### config.mk
export PLATFORM = sky130hd
export DESIGN_NAME = board_watchdog_timer
export DESIGN_NICKNAME = d
export VERILOG_FILES = /design/src/logic/wdt_pkg.sv /design/src/logic/wdt_counter.sv /design/src/logic/board_watchdog_timer.sv
export SDC_FILE = /design/constraint.sdc
export NUM_CORES = 1
export LEC_CHECK = 0
export BUFFER_PORTS_ARGS = -buffer_cell sky130_fd_sc_hd__buf_2
export CAP_MARGIN = 40
export CORE_MARGIN = 2
export CORE_UTILIZATION = 45
export DETAILED_ROUTE_END_ITERATION = 8
export PLACE_DENSITY_LB_ADDON = 0.1
export SYNTH_ARGS = -nofsm -noshare
export SYNTH_HDL_FRONTEND = slang
export SYNTH_SLANG_ARGS = --single-unit
export TNS_END_PERCENT = 10
### constraint.sdc
create_clock -name clock -period 2.7 [get_ports clock]
set_input_delay 0.27 -clock clock [delete_from_list [all_inputs] [get_ports clock]]
set_output_delay 0.27 -clock clock [all_outputs]
set_load 0.02 [all_outputs]
### src/logic/wdt_pkg.sv
// constants used by the board watchdog timer module; wdt_counter takes its width as a parameter
package wdt_pkg;
  localparam int unsigned CLK_HZ        = 10_000_000;
  localparam int unsigned CYC_PER_MS    = CLK_HZ / 1000;
  // timeout figures in milliseconds
  localparam int unsigned SHORT_MS      = 30;
  localparam int unsigned MEDIUM_MS     = 10_000;
  localparam int unsigned LONG_MS       = 60_000;
  // timeout figures in clock cycles
  localparam int unsigned SHORT_CYC     = SHORT_MS * CYC_PER_MS;
  localparam int unsigned MEDIUM_CYC    = MEDIUM_MS * CYC_PER_MS;
  localparam int unsigned LONG_CYC      = LONG_MS * CYC_PER_MS;
  localparam int          CNT_W         = 30;
  // i/o space
  localparam logic [15:0] GPIO_BASE     = 16'h0500;
  localparam logic [15:0] LEVEL_OFS     = 16'h000C;
  localparam logic [15:0] LEVEL_ADDR    = GPIO_BASE + LEVEL_OFS;
  localparam logic [15:0] UPPER_ADDR    = 16'h050E;
  // field positions within gpio_pin_level
  localparam int          KICK_BIT      = 19;
  localparam int          SEL_LOW_BIT   = 20;
  localparam int          SEL_HIGH_BIT  = 23;
  localparam logic [31:0] LEVEL_RESET   = 32'h0010_0000;
  // select encodings, high bit first
  localparam logic [1:0]  SEL_SHORT     = 2'h0;
  localparam logic [1:0]  SEL_OFF       = 2'h1;
  localparam logic [1:0]  SEL_MEDIUM    = 2'h2;
  localparam logic [1:0]  SEL_LONG      = 2'h3;
endpackage

### src/logic/wdt_counter.sv
// timeout counter with a sticky expiry flag
`timescale 1ns/1ps
module wdt_counter #(
  parameter int CNT_W = 30
) (
  // clock and reset
  input  wire logic             clock,
  input  wire logic             rst_b,
  // control
  input  wire logic             clear,
  input  wire logic [CNT_W-1:0] limit,
  // status
  output logic      [CNT_W-1:0] count,
  output logic                  expired
);

  always_ff @(posedge clock or negedge rst_b) begin
    if (!rst_b) begin
      count <= '0;
    end else if (clear || expired) begin
      count <= '0;
    end else begin
      count <= count + 1'b1;
    end
  end

  // once set only a reset ends it
  always_ff @(posedge clock or negedge rst_b) begin
    if (!rst_b) begin
      expired <= 1'b0;
    end else if (!clear && count == limit - 1'b1) begin
      expired <= 1'b1;
    end
  end

endmodule

### src/logic/board_watchdog_timer.sv
// board watchdog reached through the gpio pin level register
`timescale 1ns/1ps
module board_watchdog_timer #(
  parameter int unsigned SHORT_CYC  = wdt_pkg::SHORT_CYC,
  parameter int unsigned MEDIUM_CYC = wdt_pkg::MEDIUM_CYC,
  parameter int unsigned LONG_CYC   = wdt_pkg::LONG_CYC
) (
  // clock and reset
  input  wire logic        clock,
  input  wire logic        rst_b,
  // i/o space access
  input  wire logic [15:0] ioAddr,
  input  wire logic        ioWide,
  input  wire logic        ioWrite,
  input  wire logic        ioRead,
  input  wire logic [31:0] ioWrData,
  output logic      [31:0] ioRdData,
  // board
  output logic             powerGood
);

  localparam int CW = wdt_pkg::CNT_W;

  // ***************************************************************
  // timeout decode
  // ***************************************************************
  function automatic logic [CW-1:0] limitFor(input logic [1:0] sel);
    logic [CW-1:0] lim;
    lim = CW'(LONG_CYC);
    unique case (sel)
      wdt_pkg::SEL_SHORT:  lim = CW'(SHORT_CYC);
      wdt_pkg::SEL_OFF:    lim = CW'(LONG_CYC);
      wdt_pkg::SEL_MEDIUM: lim = CW'(MEDIUM_CYC);
      wdt_pkg::SEL_LONG:   lim = CW'(LONG_CYC);
    endcase
    return lim;
  endfunction

  // ***************************************************************
  // level register
  // ***************************************************************
  logic [31:0] levelQ;
  logic        dwordHit;
  logic        byteHit;
  logic [1:0]  lane;

  assign dwordHit = ioWide && ioAddr == wdt_pkg::LEVEL_ADDR;
  assign byteHit  = !ioWide && ioAddr[15:2] == wdt_pkg::LEVEL_ADDR[15:2];
  assign lane     = ioAddr[1:0];

  always_ff @(posedge clock or negedge rst_b) begin
    if (!rst_b) begin
      levelQ <= wdt_pkg::LEVEL_RESET;
    end else if (ioWrite && dwordHit) begin
      levelQ <= ioWrData;
    end else if (ioWrite && byteHit) begin
      levelQ[lane*8 +: 8] <= ioWrData[7:0];
    end
  end

  always_ff @(posedge clock or negedge rst_b) begin
    if (!rst_b) begin
      ioRdData <= '0;
    end else if (ioRead && dwordHit) begin
      ioRdData <= levelQ;
    end else if (ioRead && byteHit) begin
      ioRdData <= {24'h00_0000, levelQ[lane*8 +: 8]};
    end else if (ioRead) begin
      ioRdData <= '0;
    end
  end

  // ***************************************************************
  // kick and select tracking
  // ***************************************************************
  logic       kick;
  logic [1:0] sel;
  logic       kickPrevQ;
  logic [1:0] selPrevQ;
  logic       enabled;
  logic       restart;

  assign kick    = levelQ[wdt_pkg::KICK_BIT];
  assign sel     = {levelQ[wdt_pkg::SEL_HIGH_BIT],
                    levelQ[wdt_pkg::SEL_LOW_BIT]};
  assign enabled = sel != wdt_pkg::SEL_OFF;

  always_ff @(posedge clock or negedge rst_b) begin
    if (!rst_b) begin
      kickPrevQ <= wdt_pkg::LEVEL_RESET[wdt_pkg::KICK_BIT];
      selPrevQ  <= wdt_pkg::SEL_OFF;
    end else begin
      kickPrevQ <= kick;
      selPrevQ  <= sel;
    end
  end

  // either edge of the kick restarts the period
  assign restart = (kick ^ kickPrevQ) || sel != selPrevQ
                   || !enabled;

  // ***************************************************************
  // timeout and power good
  // ***************************************************************
  logic [CW-1:0] count;
  logic          expired;

  wdt_counter #(
    .CNT_W   (CW)
  ) timer (
    .clock   (clock),
    .rst_b   (rst_b),
    .clear   (restart),
    .limit   (limitFor(sel)),
    .count   (count),
    .expired (expired)
  );

  // the only reset path out is power good
  assign powerGood = !expired;
endmodule

==> results of run 1 <==
## kinds of logic (layout without fill, tap and decap cells)
kind of cell | Yosys count | in the layout | share of synthesized area
AOI/OAI and AO/OA | 138 | 138 | 0.162
buffers and inverters | 52 | 141 | 0.0394
xor gates and xnor gates | 29 | 29 | 0.0506
adders and majority gates | 5 | 5 | 0.0125
and+or+nand+nor | 216 | 216 | 0.226
muxes | 8 | 8 | 0.0209
DFF | 98 | 98 | 0.489
## worst paths after layout
kind | startpoint | end | slack, ps | cells past startpoint
setup / recovery | levelQ[20]$_DFFE_PN1P_ | timer.count[29]$_DFF_PN0_ | 620 | 5
hold / removal | ioWrData[7] | levelQ[7]$_DFFE_PN0P_ | 180 | 3
setup reg to reg | levelQ[20]$_DFFE_PN1P_ | timer.count[29]$_DFF_PN0_ | 620 | 5
hold reg to reg | timer.count[0]$_DFF_PN0_ | timer.count[0]$_DFF_PN0_ | 490 | 1
max in group asynchronous | rst_b | selPrevQ[0]$_DFF_PN1_ | 1440 | 3
min in group asynchronous | rst_b | timer.count[7]$_DFF_PN0_ | 520 | 2
## stage by stage
stage                      util  cell area [sq um]  hold slack [ps]  setup WS, ps  instances
after global routing      0.538               5830              171           541        775
final                     0.538               5830              183           620        775
after global placement    0.518               5610              388           388        757
after floorplan               -               5020            -25.6           831        546
after detailed placement  0.519               5630              394           343        758
after CTS                 0.538               5830              158           629        775
## repair_timing
| action | CTS | global route |
|---|---|---|
| setup buffers | 0 | 0 |
| hold buffers | 1 | 0 |
| endpoints found under the hold margin | 47 | 0 |
## metal layers
layer	global-route usage	wire, um
met5	0	0
met4	0.0877	272
met3	0.0344	498
met2	0.403	6600
met1	0.315	6140
## power groups by stage
stage / Sequential [mW] / Clock (mW) / Combinational [mW]
6_report: 1.60 / 0.979 / 0.343
5_1_grt: 1.61 / 1.06 / 0.385
4_1_cts: 1.60 / 1.01 / 0.348
3_5_place_dp: 1.63 / 0 / 0.345
3_3_place_gp: 1.63 / 0 / 0.337
2_1_floorplan: 1.61 / 0 / 0.201
## layout make-up
type	instances	share of cell area
clock buffer	13	0.0272
clock inverter	3	0.00686
inverter	30	0.0193
multi-input combinational	396	0.406
sequential	98	0.421
tap	140	0.0300
timing repair buffer	95	0.0901
## cells in the final DEF, fill, tap and decap left out, drive strengths merged, types with 7 or more instances in the layout
cell type	netlist	layout
a21oi	63	63
and3	8	8
buf	3	94
clkbuf	19	13
dfrtp	96	96
inv	30	30
nand2	62	62
nand3	17	17
nand4	8	8
nor2	68	68
nor2b	7	7
nor3	10	10
nor4	8	8
o21a	25	25
o21ai	34	34
xnor2	13	13
xor2	16	16
## critical path: stages, from the launching register on
cell and delay (ps):
dfstp_2 720, xnor2_1 160, a31oi_1 150, or3b_1 390, or4_1 510, nand2_1 80
## flip-flops by register name, summed over array words and instances, names as in the netlist
register / flops
selPrevQ: 2
timer.count: 30
timer.expired: 1
ioRdData: 32
levelQ: 32
kickPrevQ: 1
==> results.ini, run 1 <==
[run_status]
status=completed

[clock_network]
clkLatencyLatePin_ps=370
cts_tree=built
clk_path_buf_depth=2
clkTransAtPathRegs_ps=90
numCtsBuffers=9
cts_root_buffer=clkbuf_8
cts_max_level=3
clkSinkCount=98
cts-resized-gates=0

[routing]
drcViolationCount=0
drt-total-wl_um=13500
via_count=4229
drtAntennaViolNets=0
wl_per_cell_um=17.4
drt_iter0_markers=292
via_per_inst=5.46
first_pass_iters=5

[layout]
fillers=1032
area_growth_pct=16.2
n_antenna_cell=0
ff_latch_area_sq_mm=0.00245
nets=688
drive_gt1_frac=0.203
multiInputGateArea_sq_mm=0.00237

[yosys]
ys_top_cells_by_count=96 x dfrtp_1, 65 x nor2_1, 63 x a21oi_1
synth_top_area_frac=0.479
ys_types=54
syn_area_sq_mm=0.00502
ys_ff_latch=98
synth_ff_type=dfrtp_1
yosys-top-cells-area=dfrtp_1 48%, a21oi_1 6.3%, nor2_1 4.9%
synthMostInstantiatedCell=dfrtp_1
yosys.area.top_type=dfrtp_1
syn-instance-count=546
yosysSeqAreaShare=0.489
syn_nets=604
async_reset_ff_frac=1.00
synth-edff-count=0
yosysWarnings=0
avgSynthCellArea_sq_um=9.19

[timing]
maxSlewViolCount=0
final_hold_viol_count=0
setup_tns_ps=0
period_share=0.770
slew_headroom=0.455
skew_ps=9.28
rsz0062_at_grt=no
fmax_mhz=481
finalSetupViolations=0
period_minus_slack_ps=2080
worst_pin_slew_ps=815

[hold_path]
hp-class=in -> reg

[power]
p_switching_mw=0.787
power_density_mw_per_mm2=500
swShare=0.270
p_int_mw=2.13
power_mw=2.92
p_leak_nw=2.78
pwr-share-seq=0.547
power_frac_clock=0.336
p_comb_frac=0.118
irDropWorstVdd_mv=0.304

[grt]
grt_pass1_vias=4202
track_usage=0.240
grt_max_degree=60
grt_pass1_wl_um=21800
antenna_found_initial=0
grt-ovfl-total=0

[critical_path]
critPathCaptureType=flip-flop
critPathArrivalTime_ps=2390
crit_path_max_fanout=14
path_class=reg -> reg
crit_required_ps=3010
cp-start-kind=flip-flop

[die]
rows=38
dieArea_sq_mm=0.0120
initial_core_util=0.463
fp.dieH_um=110
die_w_um=110
coreArea_sq_mm=0.0108
num_io_pins=86

[placed_design]
io_buffer_count=85
place_hpwl_um=9820
place_congestion=0.905

[job]
drv_cap=0

Note: power is estimated with default switching activity, not from simulation.
==> run 2: changes to the inputs <==
Settings changed: ABC_AREA set to 1.
Clock period 2.7 ns to 2.1 ns, I/O delays scaled along.
==> results.ini, run 2 <==
[die]
dieArea_sq_mm=0.0133  ; +10%
coreArea_sq_mm=0.0121  ; +11%
die_w_um=115  ; +5.1%
num_io_pins=86  ; unchanged
rows=40  ; +5.3%
initial_core_util=0.461  ; -0.00165
fp.dieH_um=115  ; +5.1%

[critical_path]
r2r-end=timer.count[20]$_DFF_PN0_
critPathCaptureType=flip-flop
r2r_setup_slack_ps=320  ; -300 ps
crit_required_ps=2330  ; -680 ps
critPathArrivalTime_ps=2020  ; -370 ps
cp-start-kind=flip-flop
rr_startpoint=timer.count[0]$_DFF_PN0_
path_class=reg -> reg
crit_path_max_fanout=4  ; -10
reg2reg_depth=10  ; +5

[grt]
grt-ovfl-total=0  ; unchanged
grt_pass1_wl_um=27500  ; +26%
track_usage=0.268  ; +0.0288
grt_pass1_vias=5501  ; +31%
antenna_found_initial=0  ; unchanged
grt_max_degree=99  ; +65%

[job]
drv_cap=0  ; unchanged

[layout]
n_antenna_cell=0  ; unchanged
final_common_cell=nand2_1
final_cell_mix=266 x nand2_1, 98 x inv_1, 96 x dfrtp_1, 86 x nor2_1, 84 x buf_2
area_growth_pct=18.5
fin_util=0.547  ; +0.00879
largest_registers=ioRdData (32), levelQ (32), timer.count (30)
nets=958  ; +39%
drive_gt1_frac=0.148  ; -0.0551

[timing]
skew_ps=6.15  ; -3.14 ps
final_hold_viol_count=0  ; unchanged
rsz0062_at_grt=no
worst_pin_slew_ps=551  ; -264 ps
setup_tns_ps=0  ; unchanged
holdWs_ps=209  ; +26.2 ps
period_share=0.850  ; +0.0792
slew_headroom=0.632  ; +0.177
fmax_mhz=560  ; +17%
maxSlewViolCount=0  ; unchanged
finalSetupViolations=0  ; unchanged
setup_slack_ps=316  ; -304 ps
period_minus_slack_ps=1780  ; -296 ps

[yosys]
ys_types=32  ; -41%
synthMostInstantiatedCell=nand2_1
synth_top_area_frac=0.432  ; -0.0469
synth_ff_type=dfrtp_1
synth-edff-count=0  ; unchanged
syn-instance-count=803  ; +47%
yosys-top-cells-area=dfrtp_1 43%, nand2_1 18%, inv_1 6.6%
avgSynthCellArea_sq_um=6.93  ; -25%
syn_area_sq_mm=0.00557  ; +11%
syn_nets=861  ; +43%
yosys.area.top_type=dfrtp_1
async_reset_ff_frac=1.00  ; unchanged
ys_top_cells_by_count=266 x nand2_1, 98 x inv_1, 96 x dfrtp_1
ys_ff_latch=98  ; unchanged
yosysWarnings=0  ; unchanged
yosysSeqAreaShare=0.441  ; -0.0479

[routing]
drt_iter0_markers=484  ; +66%
drtAntennaViolNets=0  ; unchanged
wl_per_cell_um=15.8  ; -9.3%
via_per_inst=5.16  ; -5.4%
drt-met1-wl_um=7150  ; +16%
drcViolationCount=0  ; unchanged
via_count=5537  ; +31%
met3_length_um=719  ; +44%
first_pass_iters=6  ; +1
routed.top_layer=met4
met2_length_um=8810  ; +34%
drt-total-wl_um=17000  ; +26%

[power]
p_leak_nw=3.42  ; +23%
irDropWorstVdd_mv=0.297  ; -2.2%
power_density_mw_per_mm2=608  ; +21%

[clock_network]
numCtsBuffers=9  ; unchanged
cts_setup_buffers=0  ; unchanged
clk_path_buf_depth=2  ; unchanged
cts_max_level=3  ; unchanged
clkLatencyLatePin_ps=350  ; -20 ps
clkTransAtPathRegs_ps=70  ; -20 ps
cts_tree=built
cts_root_buffer=clkbuf_16
cts-resized-gates=0  ; unchanged
cts_hold_buf=1  ; unchanged
clkSinkCount=98  ; unchanged

[run_status]
status=completed

[placed_design]
io_buffer_count=85  ; unchanged
place_hpwl_um=13300  ; +36%
place_congestion=0.946  ; +4.6%
preCtsSetupSlack_ps=130  ; -213 ps

[hold_path]
hold_path_depth=5  ; +2
hp-class=in -> reg
min-delay-start=ioWrData[24]
min_to=levelQ[24]$_DFFE_PN0P_

-- run 2: cell types whose count changed after synthesis, moves of 7 or more --
cell / before / now
xnor2_1: 13 / 1
nor2b_1: 7 / 0
o21ai_0: 31 / 60
nand2_1: 61 / 266
xor2_1: 16 / 5
a21oi_1: 63 / 25
nor3_1: 9 / 29
o21a_1: 25 / 0
nor2_1: 65 / 86
nand4_1: 7 / 33
nand3_1: 16 / 50
inv_1: 29 / 98
and3_1: 8 / 1
-- run 2: worst max-delay path, stage by stage, from the launching register on --
cell     delay [ps]
dfrtp_1         380
ha_1            180
nand2_1          50
inv_1            80
nand2_1         130
nor2_1          160
nand2_1         100
nor2_1          220
nand2_1         110
nor2_1          160
a21oi_1          90
-- run 2: logic make-up (layout without fill, tap and decap cells) --
logic type | count (synthesis) | after routing | synth area share
XOR/XNOR | 6 | 6 | 0.00944
AND/OR/NAND/NOR | 475 | 475 | 0.362
AO/OA/AOI/OAI | 97 | 97 | 0.0922
flip-flops | 98 | 98 | 0.441
adder cells (fa/ha/maj) | 5 | 5 | 0.0112
buffers and inverters | 122 | 224 | 0.0843
-- run 2: power breakdown --
part | internal, mW | switching [mW]
clock network | 0.934 | 0.746
registers | 1.92 | 0.0424
logic | 0.121 | 0.241
-- run 2: layout make-up --
| type | count | area (sq um) |
|---|---|---|
| clock buffers | 9 | 225 |
| clock inverters | 7 | 75.1 |
| fillers | 1182 | 5460 |
| inverters | 100 | 375 |
| multi-input cells | 583 | 2640 |
| flip-flops and latches | 98 | 2450 |
| well taps | 168 | 210 |
| repair buffers | 108 | 616 |
-- run 2: worst max path at each step --
stage / startpoint / to / cells after the start
2_1_floorplan: ioAddr[0] / levelQ[0]$_DFFE_PN0P_ / 13
3_5_place_dp: ioAddr[1] / levelQ[12]$_DFFE_PN0P_ / 12
6_report: timer.count[0]$_DFF_PN0_ / timer.count[20]$_DFF_PN0_ / 10
3_3_place_gp: ioAddr[1] / levelQ[31]$_DFFE_PN0P_ / 12
5_1_grt: timer.count[0]$_DFF_PN0_ / timer.count[20]$_DFF_PN0_ / 10
4_1_cts: timer.count[0]$_DFF_PN0_ / timer.count[20]$_DFF_PN0_ / 10
-- run 2: through the flow --
stage          area [sq um]  total power [mW]  instances
3_5_place_dp           6290              2.36       1056
3_3_place_gp           6290              2.36       1056
4_1_cts                6600              4.06       1073
6_report               6600              4.01       1073
5_1_grt                6600              4.19       1073
2_1_floorplan          5570              2.18        803
-- run 2: layer usage --
metal / global-route usage / up-vias
met3: 0.0358 / 23
met5: 0 / -
met1: 0.324 / 2614
li1: - / 2767
met4: 0.0851 / 0
met2: 0.494 / 133
